### src/pcs_rx_stat_consts.vh
// Constants shared by the receive status and statistics block.
// Assumes one 100 MHz clock and a plain strobe register port.
//
// Contract
// RULE_01: TX idle-pattern enable selects test mode, third.
// RULE_02: Compensation FIFO under/overflow drives fault output high.
// RULE_03: Controller resets port after fault output seen.
// RULE_04: Decoder-init flag high while decoder initialising.
// RULE_05: Excess-bit-error flag high while BER excessive.
// RULE_06: Four lane-sync-locked bits, one per lane.
// RULE_07: Mismatch increment carries this cycle's mismatch count.
// RULE_08: Mismatch increment active only with check enable.
// RULE_09: Each mismatch increment is a single-cycle pulse.
// RULE_10: Mismatch valid strobe marks meaningful increments.
// RULE_11: Code violations count bad blocks and sequences.
// RULE_12: Code-violation valid strobe marks valid increments.
// RULE_13: Separate header-error increment for every lane.
// RULE_14: Each lane's increment valid with its strobe.
// RULE_15: Lanes-aligned high only when all lanes deskewed.
// RULE_16: Lanes-aligned low means local fault present.
// RULE_17: Alignment-lost raised on acquisition failure or loss; acquisition failures before the first alignment are not raised.
// RULE_18: RX idle-pattern check enable, third precedence.
// RULE_19: Downstream accumulates increments in this clock domain.
`ifndef PCS_RX_STAT_CONSTS_VH
`define PCS_RX_STAT_CONSTS_VH

`define CTRL_ADDR 8'h00
`define STATUS_ADDR 8'h04
`define ALIGN_LOSS_ADDR 8'h08
`define CTRL_RST 6'h00
`define CTRL_TX_RFI 0
`define CTRL_TX_IDLE 1
`define CTRL_TX_TEST 2
`define CTRL_RX_RESYNC 3
`define CTRL_RX_HOLD 4
`define CTRL_RX_TEST 5
`define TX_SEL_NORMAL 2'h0
`define TX_SEL_RFI 2'h1
`define TX_SEL_IDLE 2'h2
`define TX_SEL_TEST 2'h3
`define CLK_PERIOD_NS 10
`define BER_WIN_NS 125000
`define BER_WIN_CYC (`BER_WIN_NS / `CLK_PERIOD_NS)
`define BER_LIMIT 16
`define VL_LEN_MINUS1 16'h3FFF

`endif

### src/inc_strobe.v
// One registered increment with its valid strobe.
// Assumes the count in is fresh every clock cycle.
`timescale 1ns/1ps
`default_nettype none
module inc_strobe #(
   parameter W = 8
) (
   input wire ref_clk,
   input wire rst_n,
   input wire en,
   input wire [W-1:0] val,
   output reg [W-1:0] inc_r,
   output reg vld_r
);
   always @(posedge ref_clk) begin
      if (!rst_n) begin
         inc_r <= {W{1'b0}};
         vld_r <= 1'b0;
      end else if (en) begin
         // Fresh count each cycle, so no value is shown twice
         inc_r <= val;
         vld_r <= 1'b1;
      end else begin
         inc_r <= {W{1'b0}};
         vld_r <= 1'b0;
      end
   end
endmodule // inc_strobe
`default_nettype wire

### src/ber_monitor.v
// Sync-header error rate monitor over a fixed window.
// Assumes err_cnt holds this cycle's header errors, all lanes.
`timescale 1ns/1ps
`default_nettype none
`include "pcs_rx_stat_consts.vh"
module ber_monitor #(
   parameter integer WIN_CYC = `BER_WIN_CYC,
   parameter integer LIMIT = `BER_LIMIT,
   parameter EW = 4
) (
   input wire ref_clk,
   input wire rst_n,
   input wire active,
   input wire [EW-1:0] err_cnt,
   output reg hi_ber_r
);
   localparam integer WIN_LAST = WIN_CYC - 1;
   reg [15:0] win_r;
   reg [7:0] cnt_r;
   wire [8:0] sum = {1'b0, cnt_r} + {{(9-EW){1'b0}}, err_cnt};
   wire [7:0] cnt_nxt = sum[8] ? 8'hFF : sum[7:0];
   wire win_end = (win_r == WIN_LAST[15:0]);
   wire over = (cnt_nxt >= LIMIT[7:0]);

   always @(posedge ref_clk) begin
      if (!rst_n || !active) begin
         win_r <= 16'h0000;
         cnt_r <= 8'h00;
         hi_ber_r <= 1'b0;
      end else begin
         win_r <= win_end ? 16'h0000 : win_r + 16'h0001;
         cnt_r <= win_end ? 8'h00 : cnt_nxt;
         // Set at once, cleared by a quiet window or when active drops
         if (over)
            hi_ber_r <= 1'b1; // RULE_05
         else if (win_end)
            hi_ber_r <= 1'b0;
      end
   end
endmodule // ber_monitor
`default_nettype wire

### src/pcs_rx_lane_status_stats.v
// Receive lane status, alignment and statistics increments.
// Assumes datapath event inputs are synchronous to ref_clk.
//
// Our own choices: the placing of the registers and the strobed register port.
`timescale 1ns/1ps
`default_nettype none
`include "pcs_rx_stat_consts.vh"
module pcs_rx_lane_status_stats #(
   parameter LANES = 4,
   parameter HDR_W = 2,
   parameter CV_W = 4,
   parameter [15:0] VL_LEN_MINUS1 = `VL_LEN_MINUS1,
   parameter integer BER_WIN_CYC = `BER_WIN_CYC
) (
   input wire ref_clk,
   input wire rst_n,
   input wire [7:0] reg_addr,
   input wire [31:0] reg_wdata,
   input wire reg_wr,
   input wire reg_rd,
   output reg [31:0] reg_rdata,
   input wire [LANES-1:0] lane_lock_in,
   input wire [LANES-1:0] marker_seen_in,
   input wire [LANES*HDR_W-1:0] hdr_err_in,
   input wire [CV_W-1:0] bad_block_cnt_in,
   input wire illegal_seq_in,
   input wire [7:0] mismatch_cnt_in,
   input wire fifo_under_in,
   input wire fifo_over_in,
   output reg [LANES-1:0] lane_sync_locked,
   output reg lanes_aligned,
   output reg rx_local_fault,
   output reg alignment_lost,
   output wire rx_excess_bit_error_flag,
   output reg decoder_init_state,
   output reg comp_fifo_fault,
   output wire [7:0] pattern_mismatch_inc,
   output wire pattern_mismatch_valid,
   output wire [CV_W-1:0] code_violation_inc,
   output wire code_violation_valid,
   output wire [LANES*HDR_W-1:0] lane_hdr_err_inc,
   output wire [LANES-1:0] lane_hdr_err_valid,
   output reg [1:0] tx_sel,
   output reg tx_idle_test_mode,
   output reg rx_idle_check_active
);
   localparam [1:0] AL_HUNT = 2'h0;
   localparam [1:0] AL_ACQ = 2'h1;
   localparam [1:0] AL_LOCKED = 2'h2;
   localparam DEC_INIT = 1'b0;
   localparam DEC_RUN = 1'b1;
   localparam SUM_W = HDR_W + 3;

   function [CV_W-1:0] sat_add1;
      input [CV_W-1:0] a;
      input b;
      begin
         if (&a)
            sat_add1 = a;
         else
            sat_add1 = a + {{(CV_W-1){1'b0}}, b};
      end
   endfunction

   function [SUM_W-1:0] lane_sum;
      input [LANES*HDR_W-1:0] v;
      integer i;
      begin
         lane_sum = {SUM_W{1'b0}};
         for (i = 0; i < LANES; i = i + 1)
            lane_sum = lane_sum + {3'h0, v[i*HDR_W +: HDR_W]};
      end
   endfunction

   function at_lock;
      input [1:0] st;
      begin
         at_lock = (st == AL_LOCKED);
      end
   endfunction

   function addr_is;
      input [7:0] a;
      input [7:0] want;
      begin
         addr_is = (a == want);
      end
   endfunction

   reg [5:0] ctrl_r;
   reg [7:0] loss_cnt_r;
   reg [1:0] al_state_r;
   reg [1:0] al_state_nxt;
   reg [LANES-1:0] seen_r;
   reg [LANES-1:0] seen_nxt;
   reg seen_once_r;
   reg seen_once_nxt;
   reg [15:0] period_r;
   reg [15:0] period_nxt;
   reg lost_nxt;
   reg dec_state_r;
   reg dec_state_nxt;
   reg [1:0] tx_sel_nxt;
   reg fifo_fault_nxt;
   reg [7:0] loss_cnt_nxt;
   reg [31:0] rdata_nxt;

   wire all_locked = &lane_lock_in;
   wire resync = ctrl_r[`CTRL_RX_RESYNC];
   wire hold_init = ctrl_r[`CTRL_RX_HOLD];
   wire [LANES-1:0] seen_now = seen_r | marker_seen_in;
   wire period_end = (period_r == VL_LEN_MINUS1);
   wire check_en;
   wire hi_ber;
   wire [SUM_W-1:0] hdr_sum = lane_sum(hdr_err_in);
   wire wr_ctrl = reg_wr && addr_is(reg_addr, `CTRL_ADDR);
   wire clr_loss = reg_wr && addr_is(reg_addr, `ALIGN_LOSS_ADDR);
   wire [31:0] status_word;

   // Third in line: any higher receive control masks the check
   assign check_en = ctrl_r[`CTRL_RX_TEST] & ~resync & ~hold_init; // RULE_18
   assign rx_excess_bit_error_flag = hi_ber; // RULE_05

   // Lane alignment and deskew tracking
   always @* begin
      al_state_nxt = al_state_r;
      seen_nxt = seen_now;
      seen_once_nxt = seen_once_r;
      period_nxt = period_end ? 16'h0000 : period_r + 16'h0001;
      lost_nxt = 1'b0;
      case (al_state_r)
         AL_HUNT: begin
            seen_nxt = {LANES{1'b0}};
            period_nxt = 16'h0000;
            if (all_locked && !resync)
               al_state_nxt = AL_ACQ;
         end
         AL_ACQ: begin
            if (!all_locked || resync) begin
               al_state_nxt = AL_HUNT;
               lost_nxt = seen_once_r; // RULE_17
            end else if (&seen_now) begin
               al_state_nxt = AL_LOCKED;
               seen_once_nxt = 1'b1;
               seen_nxt = {LANES{1'b0}};
               period_nxt = 16'h0000;
            end else if (period_end) begin
               // Quiet until markers were seen once on all lanes
               lost_nxt = seen_once_r; // RULE_17
               seen_nxt = {LANES{1'b0}};
            end
         end
         AL_LOCKED: begin
            if (!all_locked || resync) begin
               al_state_nxt = AL_HUNT;
               lost_nxt = 1'b1; // RULE_17
            end else if (period_end) begin
               seen_nxt = {LANES{1'b0}};
               if (!(&seen_now)) begin
                  al_state_nxt = AL_ACQ;
                  lost_nxt = 1'b1; // RULE_17
               end
            end
         end
         default: begin
            al_state_nxt = AL_HUNT;
            seen_nxt = {LANES{1'b0}};
         end
      endcase
   end

   // Decoder init state follows alignment and error rate
   always @* begin
      dec_state_nxt = dec_state_r;
      case (dec_state_r)
         DEC_INIT:
            if (at_lock(al_state_nxt) && !hi_ber && !hold_init)
               dec_state_nxt = DEC_RUN;
         DEC_RUN:
            if (!at_lock(al_state_nxt) || hi_ber || hold_init)
               dec_state_nxt = DEC_INIT;
         default:
            dec_state_nxt = DEC_INIT;
      endcase
   end

   // Transmit control precedence
   always @* begin
      if (ctrl_r[`CTRL_TX_RFI])
         tx_sel_nxt = `TX_SEL_RFI;
      else if (ctrl_r[`CTRL_TX_IDLE])
         tx_sel_nxt = `TX_SEL_IDLE;
      else if (ctrl_r[`CTRL_TX_TEST])
         tx_sel_nxt = `TX_SEL_TEST; // RULE_01
      else
         tx_sel_nxt = `TX_SEL_NORMAL;
   end

   // Sticky: only a reset of the port clears the fault
   always @* begin
      fifo_fault_nxt = comp_fifo_fault;
      if (fifo_under_in || fifo_over_in)
         fifo_fault_nxt = 1'b1; // RULE_02
   end

   always @(posedge ref_clk) begin
      if (!rst_n) begin
         al_state_r <= AL_HUNT;
         seen_r <= {LANES{1'b0}};
         seen_once_r <= 1'b0;
         period_r <= 16'h0000;
         dec_state_r <= DEC_INIT;
         lane_sync_locked <= {LANES{1'b0}};
         lanes_aligned <= 1'b0;
         rx_local_fault <= 1'b1;
         alignment_lost <= 1'b0;
         decoder_init_state <= 1'b1;
         comp_fifo_fault <= 1'b0;
         tx_sel <= `TX_SEL_NORMAL;
         tx_idle_test_mode <= 1'b0;
         rx_idle_check_active <= 1'b0;
      end else begin
         al_state_r <= al_state_nxt;
         seen_r <= seen_nxt;
         seen_once_r <= seen_once_nxt;
         period_r <= period_nxt;
         dec_state_r <= dec_state_nxt;
         lane_sync_locked <= lane_lock_in; // RULE_06
         lanes_aligned <= at_lock(al_state_nxt); // RULE_15
         rx_local_fault <= !at_lock(al_state_nxt); // RULE_16
         alignment_lost <= lost_nxt; // RULE_17
         decoder_init_state <= (dec_state_nxt == DEC_INIT); // RULE_04
         comp_fifo_fault <= fifo_fault_nxt; // RULE_02
         tx_sel <= tx_sel_nxt;
         tx_idle_test_mode <= (tx_sel_nxt == `TX_SEL_TEST); // RULE_01
         rx_idle_check_active <= check_en;
      end
   end

   // Mismatch counts are dropped while checking is off
   inc_strobe #(
      .W(8)
   ) u_mismatch (
      .ref_clk(ref_clk),
      .rst_n(rst_n),
      .en(check_en), // RULE_08
      .val(mismatch_cnt_in), // RULE_07
      .inc_r(pattern_mismatch_inc), // RULE_09
      .vld_r(pattern_mismatch_valid) // RULE_10
   );

   inc_strobe #(
      .W(CV_W)
   ) u_code_viol (
      .ref_clk(ref_clk),
      .rst_n(rst_n),
      .en(lanes_aligned), // RULE_12
      .val(sat_add1(bad_block_cnt_in, illegal_seq_in)), // RULE_11
      .inc_r(code_violation_inc),
      .vld_r(code_violation_valid)
   );

   genvar g;
   generate
      for (g = 0; g < LANES; g = g + 1) begin : g_lane
         inc_strobe #(
            .W(HDR_W)
         ) u_hdr (
            .ref_clk(ref_clk),
            .rst_n(rst_n),
            .en(lane_lock_in[g]), // RULE_14
            .val(hdr_err_in[g*HDR_W +: HDR_W]), // RULE_13
            .inc_r(lane_hdr_err_inc[g*HDR_W +: HDR_W]),
            .vld_r(lane_hdr_err_valid[g])
         );
      end
   endgenerate

   // Error rate only means something once every lane has lock
   ber_monitor #(
      .WIN_CYC(BER_WIN_CYC),
      .LIMIT(`BER_LIMIT),
      .EW(SUM_W)
   ) u_ber (
      .ref_clk(ref_clk),
      .rst_n(rst_n),
      .active(all_locked),
      .err_cnt(hdr_sum),
      .hi_ber_r(hi_ber)
   );

   // Status word is read-only; writes to it are dropped
   assign status_word = {19'h0, al_state_r, rx_idle_check_active, tx_sel,
      comp_fifo_fault, decoder_init_state, hi_ber, lanes_aligned,
      lane_sync_locked[3:0]};

   // A loss in the clearing cycle still counts
   always @* begin
      if (alignment_lost) begin
         if (clr_loss)
            loss_cnt_nxt = 8'h01;
         else if (loss_cnt_r == 8'hFF)
            loss_cnt_nxt = loss_cnt_r; // Saturates rather than wrap to zero
         else
            loss_cnt_nxt = loss_cnt_r + 8'h01;
      end else if (clr_loss) begin
         loss_cnt_nxt = 8'h00;
      end else begin
         loss_cnt_nxt = loss_cnt_r;
      end
   end

   // Read data stand for one cycle only, zero otherwise
   always @* begin
      rdata_nxt = 32'h00000000;
      if (reg_rd) begin
         case (reg_addr)
            `CTRL_ADDR:
               rdata_nxt = {26'h0, ctrl_r};
            `STATUS_ADDR:
               rdata_nxt = status_word;
            `ALIGN_LOSS_ADDR:
               rdata_nxt = {24'h0, loss_cnt_r};
            default:
               rdata_nxt = 32'h00000000;
         endcase
      end
   end

   // Register port
   always @(posedge ref_clk) begin
      if (!rst_n) begin
         ctrl_r <= `CTRL_RST;
         loss_cnt_r <= 8'h00;
         reg_rdata <= 32'h00000000;
      end else begin
         if (wr_ctrl)
            ctrl_r <= reg_wdata[5:0];
         loss_cnt_r <= loss_cnt_nxt; // RULE_17
         reg_rdata <= rdata_nxt;
      end
   end
endmodule // pcs_rx_lane_status_stats
`default_nettype wire

### config.mk
export PLATFORM = sky130hd
export DESIGN_NAME = pcs_rx_lane_status_stats
export DESIGN_NICKNAME = d
export VERILOG_FILES = /design/src/inc_strobe.v /design/src/ber_monitor.v /design/src/pcs_rx_lane_status_stats.v
export VERILOG_INCLUDE_DIRS = /design/src
export SDC_FILE = /design/constraint.sdc
export NUM_CORES = 1
export LEC_CHECK = 0
export BUFFER_PORTS_ARGS = -buffer_cell sky130_fd_sc_hd__buf_2
export CORE_ASPECT_RATIO = 0.8
export CORE_MARGIN = 2
export CORE_UTILIZATION = 48
export CTS_BUF_LIST = sky130_fd_sc_hd__clkbuf_8
export DETAILED_ROUTE_END_ITERATION = 6
export PLACE_DENSITY = 0.78
export RECOVER_POWER = 50
export SETUP_SLACK_MARGIN = 0.15
export SLEW_MARGIN = 20
export SYNTH_ARGS = -nofsm -noshare
export SYNTH_HDL_FRONTEND = slang
export SYNTH_HIERARCHICAL = 1
export SYNTH_SLANG_ARGS = --single-unit
### constraint.sdc
create_clock -name ref_clk -period 3.2 [get_ports ref_clk]
set_input_delay 0.32 -clock ref_clk [delete_from_list [all_inputs] [get_ports ref_clk]]
set_output_delay 0.32 -clock ref_clk [all_outputs]
set_load 0.1 [all_outputs]
==> results.sh, run 1 <==
export IMPL_final_util_pct=59.8
export IMPL_die_w_um=117
export IMPL_critical_path_reg2reg_startpoint="u_ber/cnt_r[0]"
export IMPL_hold_fix_buffers_at_cts=0
export IMPL_grt_util_all_layers_pct=20.6
export IMPL_mappedNetlistArea_um2=4910
export IMPL_timing_reg2reg_setup_slack_ps=1210
export IMPL_ys_seq_area_share_pct=46.5
export IMPL_cts_num_sinks=114
export IMPL_final_max_slew_viols=0
export IMPL_hold_path_endpoint="comp_fifo_fault"
export IMPL_synth_top_area_share_pct=46.5
export IMPL_grt_met1_usage_pct=24.3
export IMPL_clock_latency_late_sink_ps=430
export IMPL_synth_seq_cells=114
export IMPL_syn2layout_area_growth_pct=19.6
export IMPL_yosysWarnings=6
export IMPL_cellLeakagePower_nw=2.49
export IMPL_worst_setup_path_end_kind="flop"
export IMPL_final_period_utilization_pct=92.6
export IMPL_run_status="finished, final reports clean"
export IMPL_relative_max_transition_margin_pct=6.31
export IMPL_synth_top_flop_cell="sky130_fd_sc_hd__dfxtp_1"
export IMPL_maxClockFrequency_mhz=338
export IMPL_first_iter_violations=326
export IMPL_vdd_ir_drop_max_mv=0.295
export IMPL_synth_top_cells_by_area="sky130_fd_sc_hd__dfxtp_1, sky130_fd_sc_hd__nor2_1, sky130_fd_sc_hd__ha_1"
export IMPL_timing_hold_violations_final=0
export IMPL_initial_util_pct=50.0
export IMPL_tritoncts_num_buffers=17
export IMPL_cts_buffer_depth=2
export IMPL_cts_root_buf="sky130_fd_sc_hd__clkbuf_8"
export IMPL_placement_rows=32
export IMPL_worst_clock_skew_ps=9.89
export IMPL_grt_antenna_before_repair=0
export IMPL_synth_async_sr_flop_share_pct=0
export IMPL_rsz_0062_raised_after_global_routing="false"
export IMPL_type_of_the_worst_setup_path="primary input to flop"
export IMPL_worst_endpoint_arrival_ps=3260
export IMPL_num_io_pins=147
export IMPL_num_nets_final=722
export IMPL_core_area_um2=9810
export IMPL_critical_path_peak_fanout=4
export IMPL_min_delay_path_class="primary input to flop"
export IMPL_ant_nets=0
export IMPL_post_place_cells=743
export IMPL_synthesis_area_per_instance_um2=9.57
export IMPL_synth_area_leader_cell="sky130_fd_sc_hd__dfxtp_1"
export IMPL_antennaDiodeCount=0
export IMPL_grtUsageMet3_pct=7.57
export IMPL_cp_start_kind="primary input"
export IMPL_clock_power_share_pct=43.0
export IMPL_final_setup_viol_count=0
export IMPL_power_density_nw_per_um2=544
export IMPL_switching_share_pct=28.8
export IMPL_timing_worst_slew_pin_value_ps=1410
export IMPL_synth_enable_flop_cells=0
export IMPL_global_route_overflow_total=0
export IMPL_drtPass1Iterations=5
export IMPL_worst_hold_path_num_cells=2
export IMPL_maxCapViolations=0
export IMPL_share_seq_of_total_power_pct=45.0
export IMPL_synthCells=513
export IMPL_ys_types=60
export IMPL_internal_dissipation_w=0.00227
export IMPL_period_needed_ps=2960
export IMPL_routed_wire_length_per_instance_um=14.6
export IMPL_first_global_vias=3828
export IMPL_grt_max_degree=40
export IMPL_layout_drive_gt1_share_pct=20.2
export IMPL_rr_endpoint="u_ber/hi_ber_r"
export IMPL_worst_setup_hold_path_clk_slew_ps=70
export IMPL_hp_start="fifo_under_in"
export IMPL_h_tree_depth=4
export IMPL_place_gp_congestion=0.869
export IMPL_layoutNonFillerInstCount=775
export IMPL_worst_endpoint_required_ps=3500
export IMPL_globalRouteMet2Util_pct=34.2
export IMPL_port_buf_inserts=101
export IMPL_wire_length_of_the_first_global_routing_pass_um=17600
export IMPL_cts_tree="yes"
export IMPL_dieArea_um2=11100
export IMPL_dpl_hpwl_um=8260
export IMPL_detail_route_wirelength_um=11300
export IMPL_drc=0
export IMPL_chipHeight_um=94.4
export IMPL_routed_via_density=5.24
export IMPL_total_switching_power_w=0.000921
export IMPL_logic_gate_share_of_total_power_pct=12.0
export IMPL_ff_to_ff_path_depth=6
export IMPL_vias=4060
export IMPL_grt_busiest_layer="met2"
-- final cells by class --
| type | instances | area, µm² |
|---|---|---|
| Inverter | 16 | 60.1 |
| Fill cell | 835 | 3940 |
| Clock inverter | 13 | 149 |
| Tap cell | 136 | 170 |
| Clock buffer | 19 | 262 |
| Timing Repair Buffer | 103 | 482 |
| Multi-Input combinational cell | 374 | 2470 |
| Sequential cell | 114 | 2280 |
-- cell families after synthesis --
family	after synthesis	share of synthesized area [%]
compound gates	61	8.36
xor+xnor	32	5.71
fa+ha+maj	21	6.12
buf+inv	44	5.15
flops	114	46.5
mux	14	2.86
other cells	1	0.0764
simple gates	226	25.2
-- power groups by stage --
stage | Combinational (W) | Clock [W] | Sequential, W
6_report | 0.000383 | 0.00137 | 0.00144
3_5_place_dp | 0.000381 | 0 | 0.00147
4_1_cts | 0.000383 | 0.00140 | 0.00144
5_1_grt | 0.000407 | 0.00147 | 0.00144
2_1_floorplan | 0.000232 | 0 | 0.00155
3_3_place_gp | 0.000370 | 0 | 0.00147
-- routing by layer --
metal  vias to the layer above  part of all wire [%]
li1                       1971                     -
met3                        23                   7.4
met5                         -                     0
met4                         0                   1.8
met2                       171                    46
met1                      1895                    44
-- how the worst max path moves through the flow --
stage / cells after the start / to / slack [ps] / startpoint
finish: 10 / u_ber/hi_ber_r / 240 / hdr_err_in[5]
global route: 10 / u_ber/hi_ber_r / 150 / hdr_err_in[5]
CTS: 10 / u_ber/hi_ber_r / 260 / hdr_err_in[5]
detailed placement: 10 / u_ber/hi_ber_r / -180 / hdr_err_in[5]
global placement: 10 / u_ber/hi_ber_r / -110 / hdr_err_in[5]
floorplan: 9 / u_ber/hi_ber_r / 130 / hdr_err_in[5]
-- flip-flops by register name (all words and copies together) (netlist names), 6 cells and up --
register,count
reg_rdata,13
u_ber/win_r,16
u_ber/cnt_r,8
u_mismatch/inc_r,8
loss_cnt_r,8
ctrl_r,6
g_lane.u_hdr/inc_r,8
period_r,16
-- cell usage in the layout, fill, tap and decap left out, drive strengths merged, types with 3 or more instances in the layout --
cell / synthesis / final
dfxtp: 114 / 114
nor2: 75 / 75
buf: 24 / 74
clkbuf: 4 / 48
and3: 31 / 31
nand2: 25 / 25
nand3: 24 / 24
conb: 1 / 20
a21oi: 20 / 20
inv: 16 / 20
xor2: 17 / 17
ha: 16 / 16
xnor2: 15 / 15
mux2i: 14 / 14
and2: 13 / 13
nand4: 12 / 12
nor2b: 11 / 11
nor3: 11 / 11
o21ai: 9 / 9
o21a: 5 / 5
or3: 5 / 5
fa: 5 / 5
o22ai: 4 / 4
clkinv: 0 / 4
and4: 4 / 4
nor4: 4 / 4
nand2b: 3 / 3
nor3b: 3 / 3
a22oi: 3 / 3
clkinvlp: 0 / 3
-- per-stage QoR --
stage,instance area [µm²],worst slack (ps),hold slack (ps),total power (W),TNS (ps)
5_1_grt,5870,154,89.5,0.00331,0
6_report,5870,238,115,0.00319,0
3_5_place_dp,5510,-182,457,0.00185,-959
3_3_place_gp,5510,-112,441,0.00184,-167
2_1_floorplan,5010,126,429,0.00178,0
4_1_cts,5920,264,90.9,0.00322,0
-- what timing repair did --
| action | CTS | global route |
|---|---|---|
| gates resized for setup | 0 | 1 |
| endpoints found under the setup margin | 0 | 1 |
| setup buffers | 0 | 0 |
-- cells in the mapped netlist (2+ instances only) --
| master | instances |
|---|---|
| sky130_fd_sc_hd__ha_1 | 16 |
| sky130_fd_sc_hd__mux2i_1 | 14 |
| sky130_fd_sc_hd__nand3_1 | 21 |
| sky130_fd_sc_hd__nor4_1 | 2 |
| sky130_fd_sc_hd__a21oi_1 | 18 |
| sky130_fd_sc_hd__o31ai_1 | 2 |
| sky130_fd_sc_hd__nand2_1 | 25 |
| sky130_fd_sc_hd__o21a_1 | 5 |
| sky130_fd_sc_hd__inv_1 | 16 |
| sky130_fd_sc_hd__o21ai_0 | 8 |
| sky130_fd_sc_hd__a31oi_1 | 2 |
| sky130_fd_sc_hd__a21oi_2 | 2 |
| sky130_fd_sc_hd__clkbuf_1 | 4 |
| sky130_fd_sc_hd__and4_1 | 2 |
| sky130_fd_sc_hd__nor3_1 | 9 |
| sky130_fd_sc_hd__nor2_1 | 75 |
| sky130_fd_sc_hd__and2_2 | 2 |
| sky130_fd_sc_hd__nand2b_1 | 3 |
| sky130_fd_sc_hd__a22oi_1 | 3 |
| sky130_fd_sc_hd__o211a_1 | 2 |
| sky130_fd_sc_hd__nor3b_1 | 3 |
| sky130_fd_sc_hd__nor2b_1 | 11 |
| sky130_fd_sc_hd__xor2_1 | 17 |
| sky130_fd_sc_hd__and4_4 | 2 |
| sky130_fd_sc_hd__nand4_1 | 10 |
| sky130_fd_sc_hd__a21o_1 | 2 |
| sky130_fd_sc_hd__and3_1 | 28 |
| sky130_fd_sc_hd__or3_1 | 5 |
| sky130_fd_sc_hd__and2_1 | 11 |
| sky130_fd_sc_hd__o22ai_1 | 4 |
| sky130_fd_sc_hd__dfxtp_1 | 114 |
| sky130_fd_sc_hd__fa_1 | 5 |
| sky130_fd_sc_hd__nor4b_1 | 2 |
| sky130_fd_sc_hd__nor3_4 | 2 |
| sky130_fd_sc_hd__buf_4 | 23 |
| sky130_fd_sc_hd__xnor2_1 | 15 |
| sky130_fd_sc_hd__and3_2 | 3 |
| sky130_fd_sc_hd__nand3_2 | 3 |
-- critical path, stage by stage --
cell	delay (ps)
sky130_fd_sc_hd__buf_2	120
sky130_fd_sc_hd__fa_1	510
sky130_fd_sc_hd__fa_1	500
sky130_fd_sc_hd__ha_2	200
sky130_fd_sc_hd__fa_2	570
sky130_fd_sc_hd__ha_4	210
sky130_fd_sc_hd__o21ai_1	270
sky130_fd_sc_hd__nor4_1	110
sky130_fd_sc_hd__nor4_2	300
sky130_fd_sc_hd__a41oi_1	150
Power figures use the tool's default switching activity.
==> inputs of run 2 (changes only) <==
- SETUP_SLACK_MARGIN: 0.15 -> 0.3
==> results.sh, run 2 (synthesized netlist as in run 1, its figures left out) <==
export IMPL_worst_path_most_repeated_cell="sky130_fd_sc_hd__fa_1"
export IMPL_timing_critical_path_slowest_stage_cell="sky130_fd_sc_hd__fa_1"
export IMPL_cp_start_kind="primary input"
export IMPL_timing_worst_slew_pin_value_ps=1210
export IMPL_timing_hold_violations_final=0
export IMPL_max_stage_delay_ps=560
export IMPL_final_period_utilization_pct=91.0
export IMPL_grt_max_degree=29
export IMPL_cts_num_sinks=114
export IMPL_cts_buffer_depth=2
export IMPL_reg_top3="period_r: 16 flops, u_ber/win_r: 16 flops, reg_rdata: 13 flops"
export IMPL_drc=0
export IMPL_num_io_pins=147
export IMPL_period_needed_ps=2910
export IMPL_routed_wire_length_per_instance_um=14.0
export IMPL_grt_antenna_before_repair=1
export IMPL_num_nets_final=726
export IMPL_place_gp_congestion=0.855
export IMPL_relative_max_transition_margin_pct=19.4
export IMPL_run_status="finished, final reports clean"
export IMPL_chipHeight_um=94.4
export IMPL_vias=3983
export IMPL_port_buf_inserts=101
export IMPL_critical_path_peak_fanout=4
export IMPL_layout_drive_gt1_share_pct=19.9
export IMPL_first_global_vias=3615
export IMPL_core_area_um2=9810
export IMPL_power_density_nw_per_um2=524
export IMPL_critical_path_top_delay_family="adder cells"
export IMPL_dpl_hpwl_um=7870
export IMPL_final_setup_viol_count=0
export IMPL_mostFrequentLayoutCell="sky130_fd_sc_hd__dfxtp_1"
export IMPL_global_route_overflow_total=0
export IMPL_ant_nets=0
export IMPL_postCtsSetupBuffers=0
export IMPL_type_of_the_worst_setup_path="primary input to flop"
export IMPL_critical_path_buf_inv_count=1
export IMPL_maxCapViolations=0
export IMPL_worst_clock_skew_ps=13.2
export IMPL_clock_latency_late_sink_ps=440
export IMPL_fin_total_pwr_w=0.00309
export IMPL_placement_rows=32
export IMPL_cts_tree="yes"
export IMPL_cts_root_buf="sky130_fd_sc_hd__clkbuf_8"
export IMPL_drtPass1Iterations=5
export IMPL_tritoncts_num_buffers=17
export IMPL_wire_length_of_the_first_global_routing_pass_um=17100
export IMPL_first_iter_violations=254
export IMPL_detail_route_wirelength_um=10900
export IMPL_final_util_pct=60.2
export IMPL_routed_via_density=5.11
export IMPL_vdd_ir_drop_max_mv=0.260
export IMPL_mostFrequentLayoutCells="sky130_fd_sc_hd__dfxtp_1, sky130_fd_sc_hd__nor2_1, sky130_fd_sc_hd__buf_2, sky130_fd_sc_hd__clkbuf_1, sky130_fd_sc_hd__and3_1"
export IMPL_cellLeakagePower_nw=2.48
export IMPL_syn2layout_area_growth_pct=20.4
export IMPL_dieArea_um2=11100
export IMPL_worst_setup_path_end_kind="flop"
export IMPL_worst_endpoint_arrival_ps=3210
export IMPL_initial_util_pct=50.0
export IMPL_h_tree_depth=4
export IMPL_worst_setup_hold_path_clk_slew_ps=70
export IMPL_worst_endpoint_required_ps=3500
export IMPL_cells_traversed_along_the_worst_timing_path="buf_6 -> fa_1 -> fa_1 -> ha_2 -> fa_2 -> ha_4 -> and3_1 -> or3_1 -> a22oi_1 -> a41oi_2"
export IMPL_die_w_um=117
export IMPL_rsz_0062_raised_after_global_routing="true"
export IMPL_final_max_slew_viols=0
export IMPL_grt_util_all_layers_pct=20.2
export IMPL_maxClockFrequency_mhz=343
export IMPL_min_delay_path_class="primary input to flop"
export IMPL_antennaDiodeCount=0
-- run 2: changes by cell type in the layout (fill, tap and decap cells not counted), sizes merged --
cell      before  now
inv           20   19
buf           74   69
clkbuf        48   56
clkinv         4    8
clkinvlp       3    2
bufinv         2    1
-- run 2: path summary, 6_finish.rpt --
path / slack [ps] / end / from / depth (start not counted)
hold reg to reg: 460 / period_r[0] / period_r[0] / 1
hold / removal: 90 / comp_fifo_fault / fifo_under_in / 2
setup reg to reg: 1200 / u_ber/hi_ber_r / u_ber/cnt_r[0] / 6
setup / recovery: 290 / u_ber/hi_ber_r / hdr_err_in[1] / 10
-- run 2: layout make-up --
type | instances | area [µm²]
inverters | 16 | 60.1
flip-flops and latches | 114 | 2280
clock buffers | 18 | 248
fillers | 792 | 3900
clock inverters | 14 | 130
multi-input cells | 374 | 2500
well taps | 136 | 170
repair buffers | 107 | 513
-- run 2: stage by stage --
stage	hold WS [ps]	setup slack [ps]	cells	cell area [µm²]	TNS, ps
global route	64.7	222	779	5910	0
floorplan	429	126	532	5020	0
global placement	441	-136	747	5550	-383
finish	86.4	287	779	5910	0
CTS	52.5	317	779	5930	0
detailed placement	456	-150	747	5550	-468
-- run 2: layer usage --
layer,track usage [%],wire length (µm),up-vias,part of all wire (%)
li1,-,-,1982,-
met1,25.4,4990,1834,46
met2,31.7,4970,146,46
met3,6.35,757,19,6.9
met4,9.22,158,2,1.5
met5,0,11,-,0.10
-- run 2: power breakdown --
group	switching [W]	internal, W	total (W)
logic	0.000290	0.000106	0.000396
clock network	0.000620	0.000640	0.00126
registers	0.00000654	0.00143	0.00144
total	0.000916	0.00218	0.00309
-- run 2: what timing repair did --
item / CTS / global route
endpoints found under the setup margin: 0 / 7
hold buffers: 0 / 0
gates resized for setup: 0 / 10
==> inputs of run 3 (changes only) <==
--- a/config.mk
+++ b/config.mk
@@ -11,6 +11,5 @@
 export CORE_MARGIN = 2
-export CORE_UTILIZATION = 48
-export CTS_BUF_LIST = sky130_fd_sc_hd__clkbuf_8
+export CORE_UTILIZATION = 47
 export DETAILED_ROUTE_END_ITERATION = 6
-export PLACE_DENSITY = 0.78
+export PLACE_DENSITY = 0.77
 export RECOVER_POWER = 50
--- a/constraint.sdc
+++ b/constraint.sdc
@@ -3,2 +3,2 @@
 set_output_delay 0.32 -clock ref_clk [all_outputs]
-set_load 0.1 [all_outputs]
+set_load 0.02 [all_outputs]
==> results.sh, run 3 (synthesized netlist as in run 1, its figures left out) <==
export IMPL_critical_path_buf_inv_count=2
export IMPL_first_iter_violations=200
export IMPL_place_gp_congestion=0.873
export IMPL_vdd_ir_drop_max_mv=0.340
export IMPL_power_density_nw_per_um2=604
export IMPL_first_global_vias=3993
export IMPL_final_util_pct=61.0
export IMPL_run_status="finished, final reports clean"
export IMPL_cts_num_sinks=114
export IMPL_maxClockFrequency_mhz=336
export IMPL_mostFrequentLayoutCells="sky130_fd_sc_hd__dfxtp_1, sky130_fd_sc_hd__nor2_1, sky130_fd_sc_hd__clkbuf_1, sky130_fd_sc_hd__buf_2, sky130_fd_sc_hd__and3_1"
export IMPL_drc=0
export IMPL_mostFrequentLayoutCell="sky130_fd_sc_hd__dfxtp_1"
export IMPL_routed_via_density=5.21
export IMPL_chipHeight_um=95.4
export IMPL_initial_util_pct=48.1
export IMPL_grt_max_degree=29
export IMPL_routed_wire_length_per_instance_um=14.8
export IMPL_port_buf_inserts=101
export IMPL_max_stage_delay_ps=550
export IMPL_reg_top3="period_r: 16 flops, u_ber/win_r: 16 flops, reg_rdata: 13 flops"
export IMPL_post_place_cells=750
export IMPL_clock_latency_late_sink_ps=410
export IMPL_timing_hold_violations_final=0
export IMPL_critical_path_peak_fanout=5
export IMPL_cts_root_buf="sky130_fd_sc_hd__clkbuf_16"
export IMPL_cts_tree="yes"
export IMPL_rsz_0062_raised_after_global_routing="true"
export IMPL_type_of_the_worst_setup_path="primary input to flop"
export IMPL_timing_critical_path_slowest_stage_cell="sky130_fd_sc_hd__fa_1"
export IMPL_maxCapViolations=0
export IMPL_cp_start_kind="primary input"
export IMPL_relative_max_transition_margin_pct=31.7
export IMPL_layout_drive_gt1_share_pct=18.9
export IMPL_detail_route_wirelength_um=11600
export IMPL_global_route_overflow_total=0
export IMPL_worst_endpoint_arrival_ps=3250
export IMPL_worst_endpoint_required_ps=3480
export IMPL_worst_setup_path_end_kind="flop"
export IMPL_antennaDiodeCount=0
export IMPL_num_io_pins=147
export IMPL_cellLeakagePower_nw=2.55
export IMPL_vias=4094
export IMPL_num_nets_final=729
export IMPL_ant_nets=0
export IMPL_tritoncts_num_buffers=17
export IMPL_final_period_utilization_pct=92.9
export IMPL_timing_worst_slew_pin_value_ps=1020
export IMPL_min_delay_path_class="primary input to flop"
export IMPL_core_area_um2=10200
export IMPL_syn2layout_area_growth_pct=26.7
export IMPL_grt_antenna_before_repair=0
export IMPL_layoutNonFillerInstCount=786
export IMPL_drtPass1Iterations=4
export IMPL_final_setup_viol_count=0
export IMPL_cts_buffer_depth=2
export IMPL_cells_traversed_along_the_worst_timing_path="buf_6 -> fa_1 -> fa_1 -> ha_2 -> fa_2 -> ha_4 -> a211oi_4 -> buf_6 -> o211a_4 -> nor4_4 -> a41oi_2"
export IMPL_wire_length_of_the_first_global_routing_pass_um=18600
export IMPL_dpl_hpwl_um=8120
export IMPL_final_max_slew_viols=0
export IMPL_period_needed_ps=2970
export IMPL_worst_clock_skew_ps=5.90
export IMPL_dieArea_um2=11300
export IMPL_grt_util_all_layers_pct=21.2
export IMPL_worst_setup_hold_path_clk_slew_ps=50
export IMPL_die_w_um=118
export IMPL_critical_path_top_delay_family="adder cells"
export IMPL_placement_rows=33
export IMPL_hold_fix_buffers_at_cts=0
export IMPL_h_tree_depth=4
## run 3: path summary, 6_finish.rpt
| path | start | to | slack [ps] | depth (start not counted) |
|---|---|---|---|---|
| worst min register to register | u_ber/win_r[0] | u_ber/win_r[0] | 460 | 1 |
| worst max-delay path | hdr_err_in[1] | u_ber/hi_ber_r | 230 | 11 |
| worst min-delay path | fifo_under_in | comp_fifo_fault | 110 | 2 |
| worst max register to register | u_ber/cnt_r[0] | u_ber/hi_ber_r | 1200 | 6 |
## run 3: area by class of cell
class | count | area (µm²)
Tap cell | 140 | 175
Timing Repair Buffer | 110 | 515
Clock inverter | 13 | 208
Inverter | 16 | 60.1
Sequential cell | 114 | 2280
Clock buffer | 19 | 433
Fill cell | 835 | 3980
Multi-Input combinational cell | 374 | 2550
## run 3: repair_timing
item                                    in CTS  in global routing
endpoints found under the setup margin       1                  9
resized for setup                            5                  8
pin swaps                                    9                  6
setup buffers                                2                  2
## run 3: per-layer routing
layer	vias to the layer above	part of all wire, %	global-route usage (%)
met5	-	0	0
met3	29	7.0	6.88
met1	1923	43	24.4
li1	1985	-	-
met4	0	2.4	10.4
met2	157	47	35.8
## run 3: worst register-to-register path, cell delays in order (launching register included)
cell and delay [ps]:
sky130_fd_sc_hd__dfxtp_1 300, sky130_fd_sc_hd__ha_1 250, sky130_fd_sc_hd__fa_1 430, sky130_fd_sc_hd__and3_1 230, sky130_fd_sc_hd__or3_4 340, sky130_fd_sc_hd__a22oi_2 180, sky130_fd_sc_hd__a41oi_2 140
## run 3: stage by stage
stage / setup slack [ps] / hold slack (ps) / cell area (µm²) / power [W] / setup TNS [ps]
2_1_floorplan: 129 / 429 / 5010 / 0.00164 / 0
3_3_place_gp: -114 / 441 / 5540 / 0.00170 / -186
3_5_place_dp: -141 / 459 / 5540 / 0.00172 / -475
4_1_cts: 233 / 96.1 / 6230 / 0.00377 / 0
5_1_grt: 135 / 101 / 6220 / 0.00386 / 0
6_report: 227 / 110 / 6220 / 0.00376 / 0
## run 3: report_power, final
| part | internal, W | switching, W | leakage, nW |
|---|---|---|---|
| Combinational | 0.000108 | 0.000156 | 1.33 |
| Sequential | 0.00143 | 0.00000736 | 0.922 |
| Clock | 0.00138 | 0.000671 | 0.300 |
| Total | 0.00292 | 0.000835 | 2.55 |
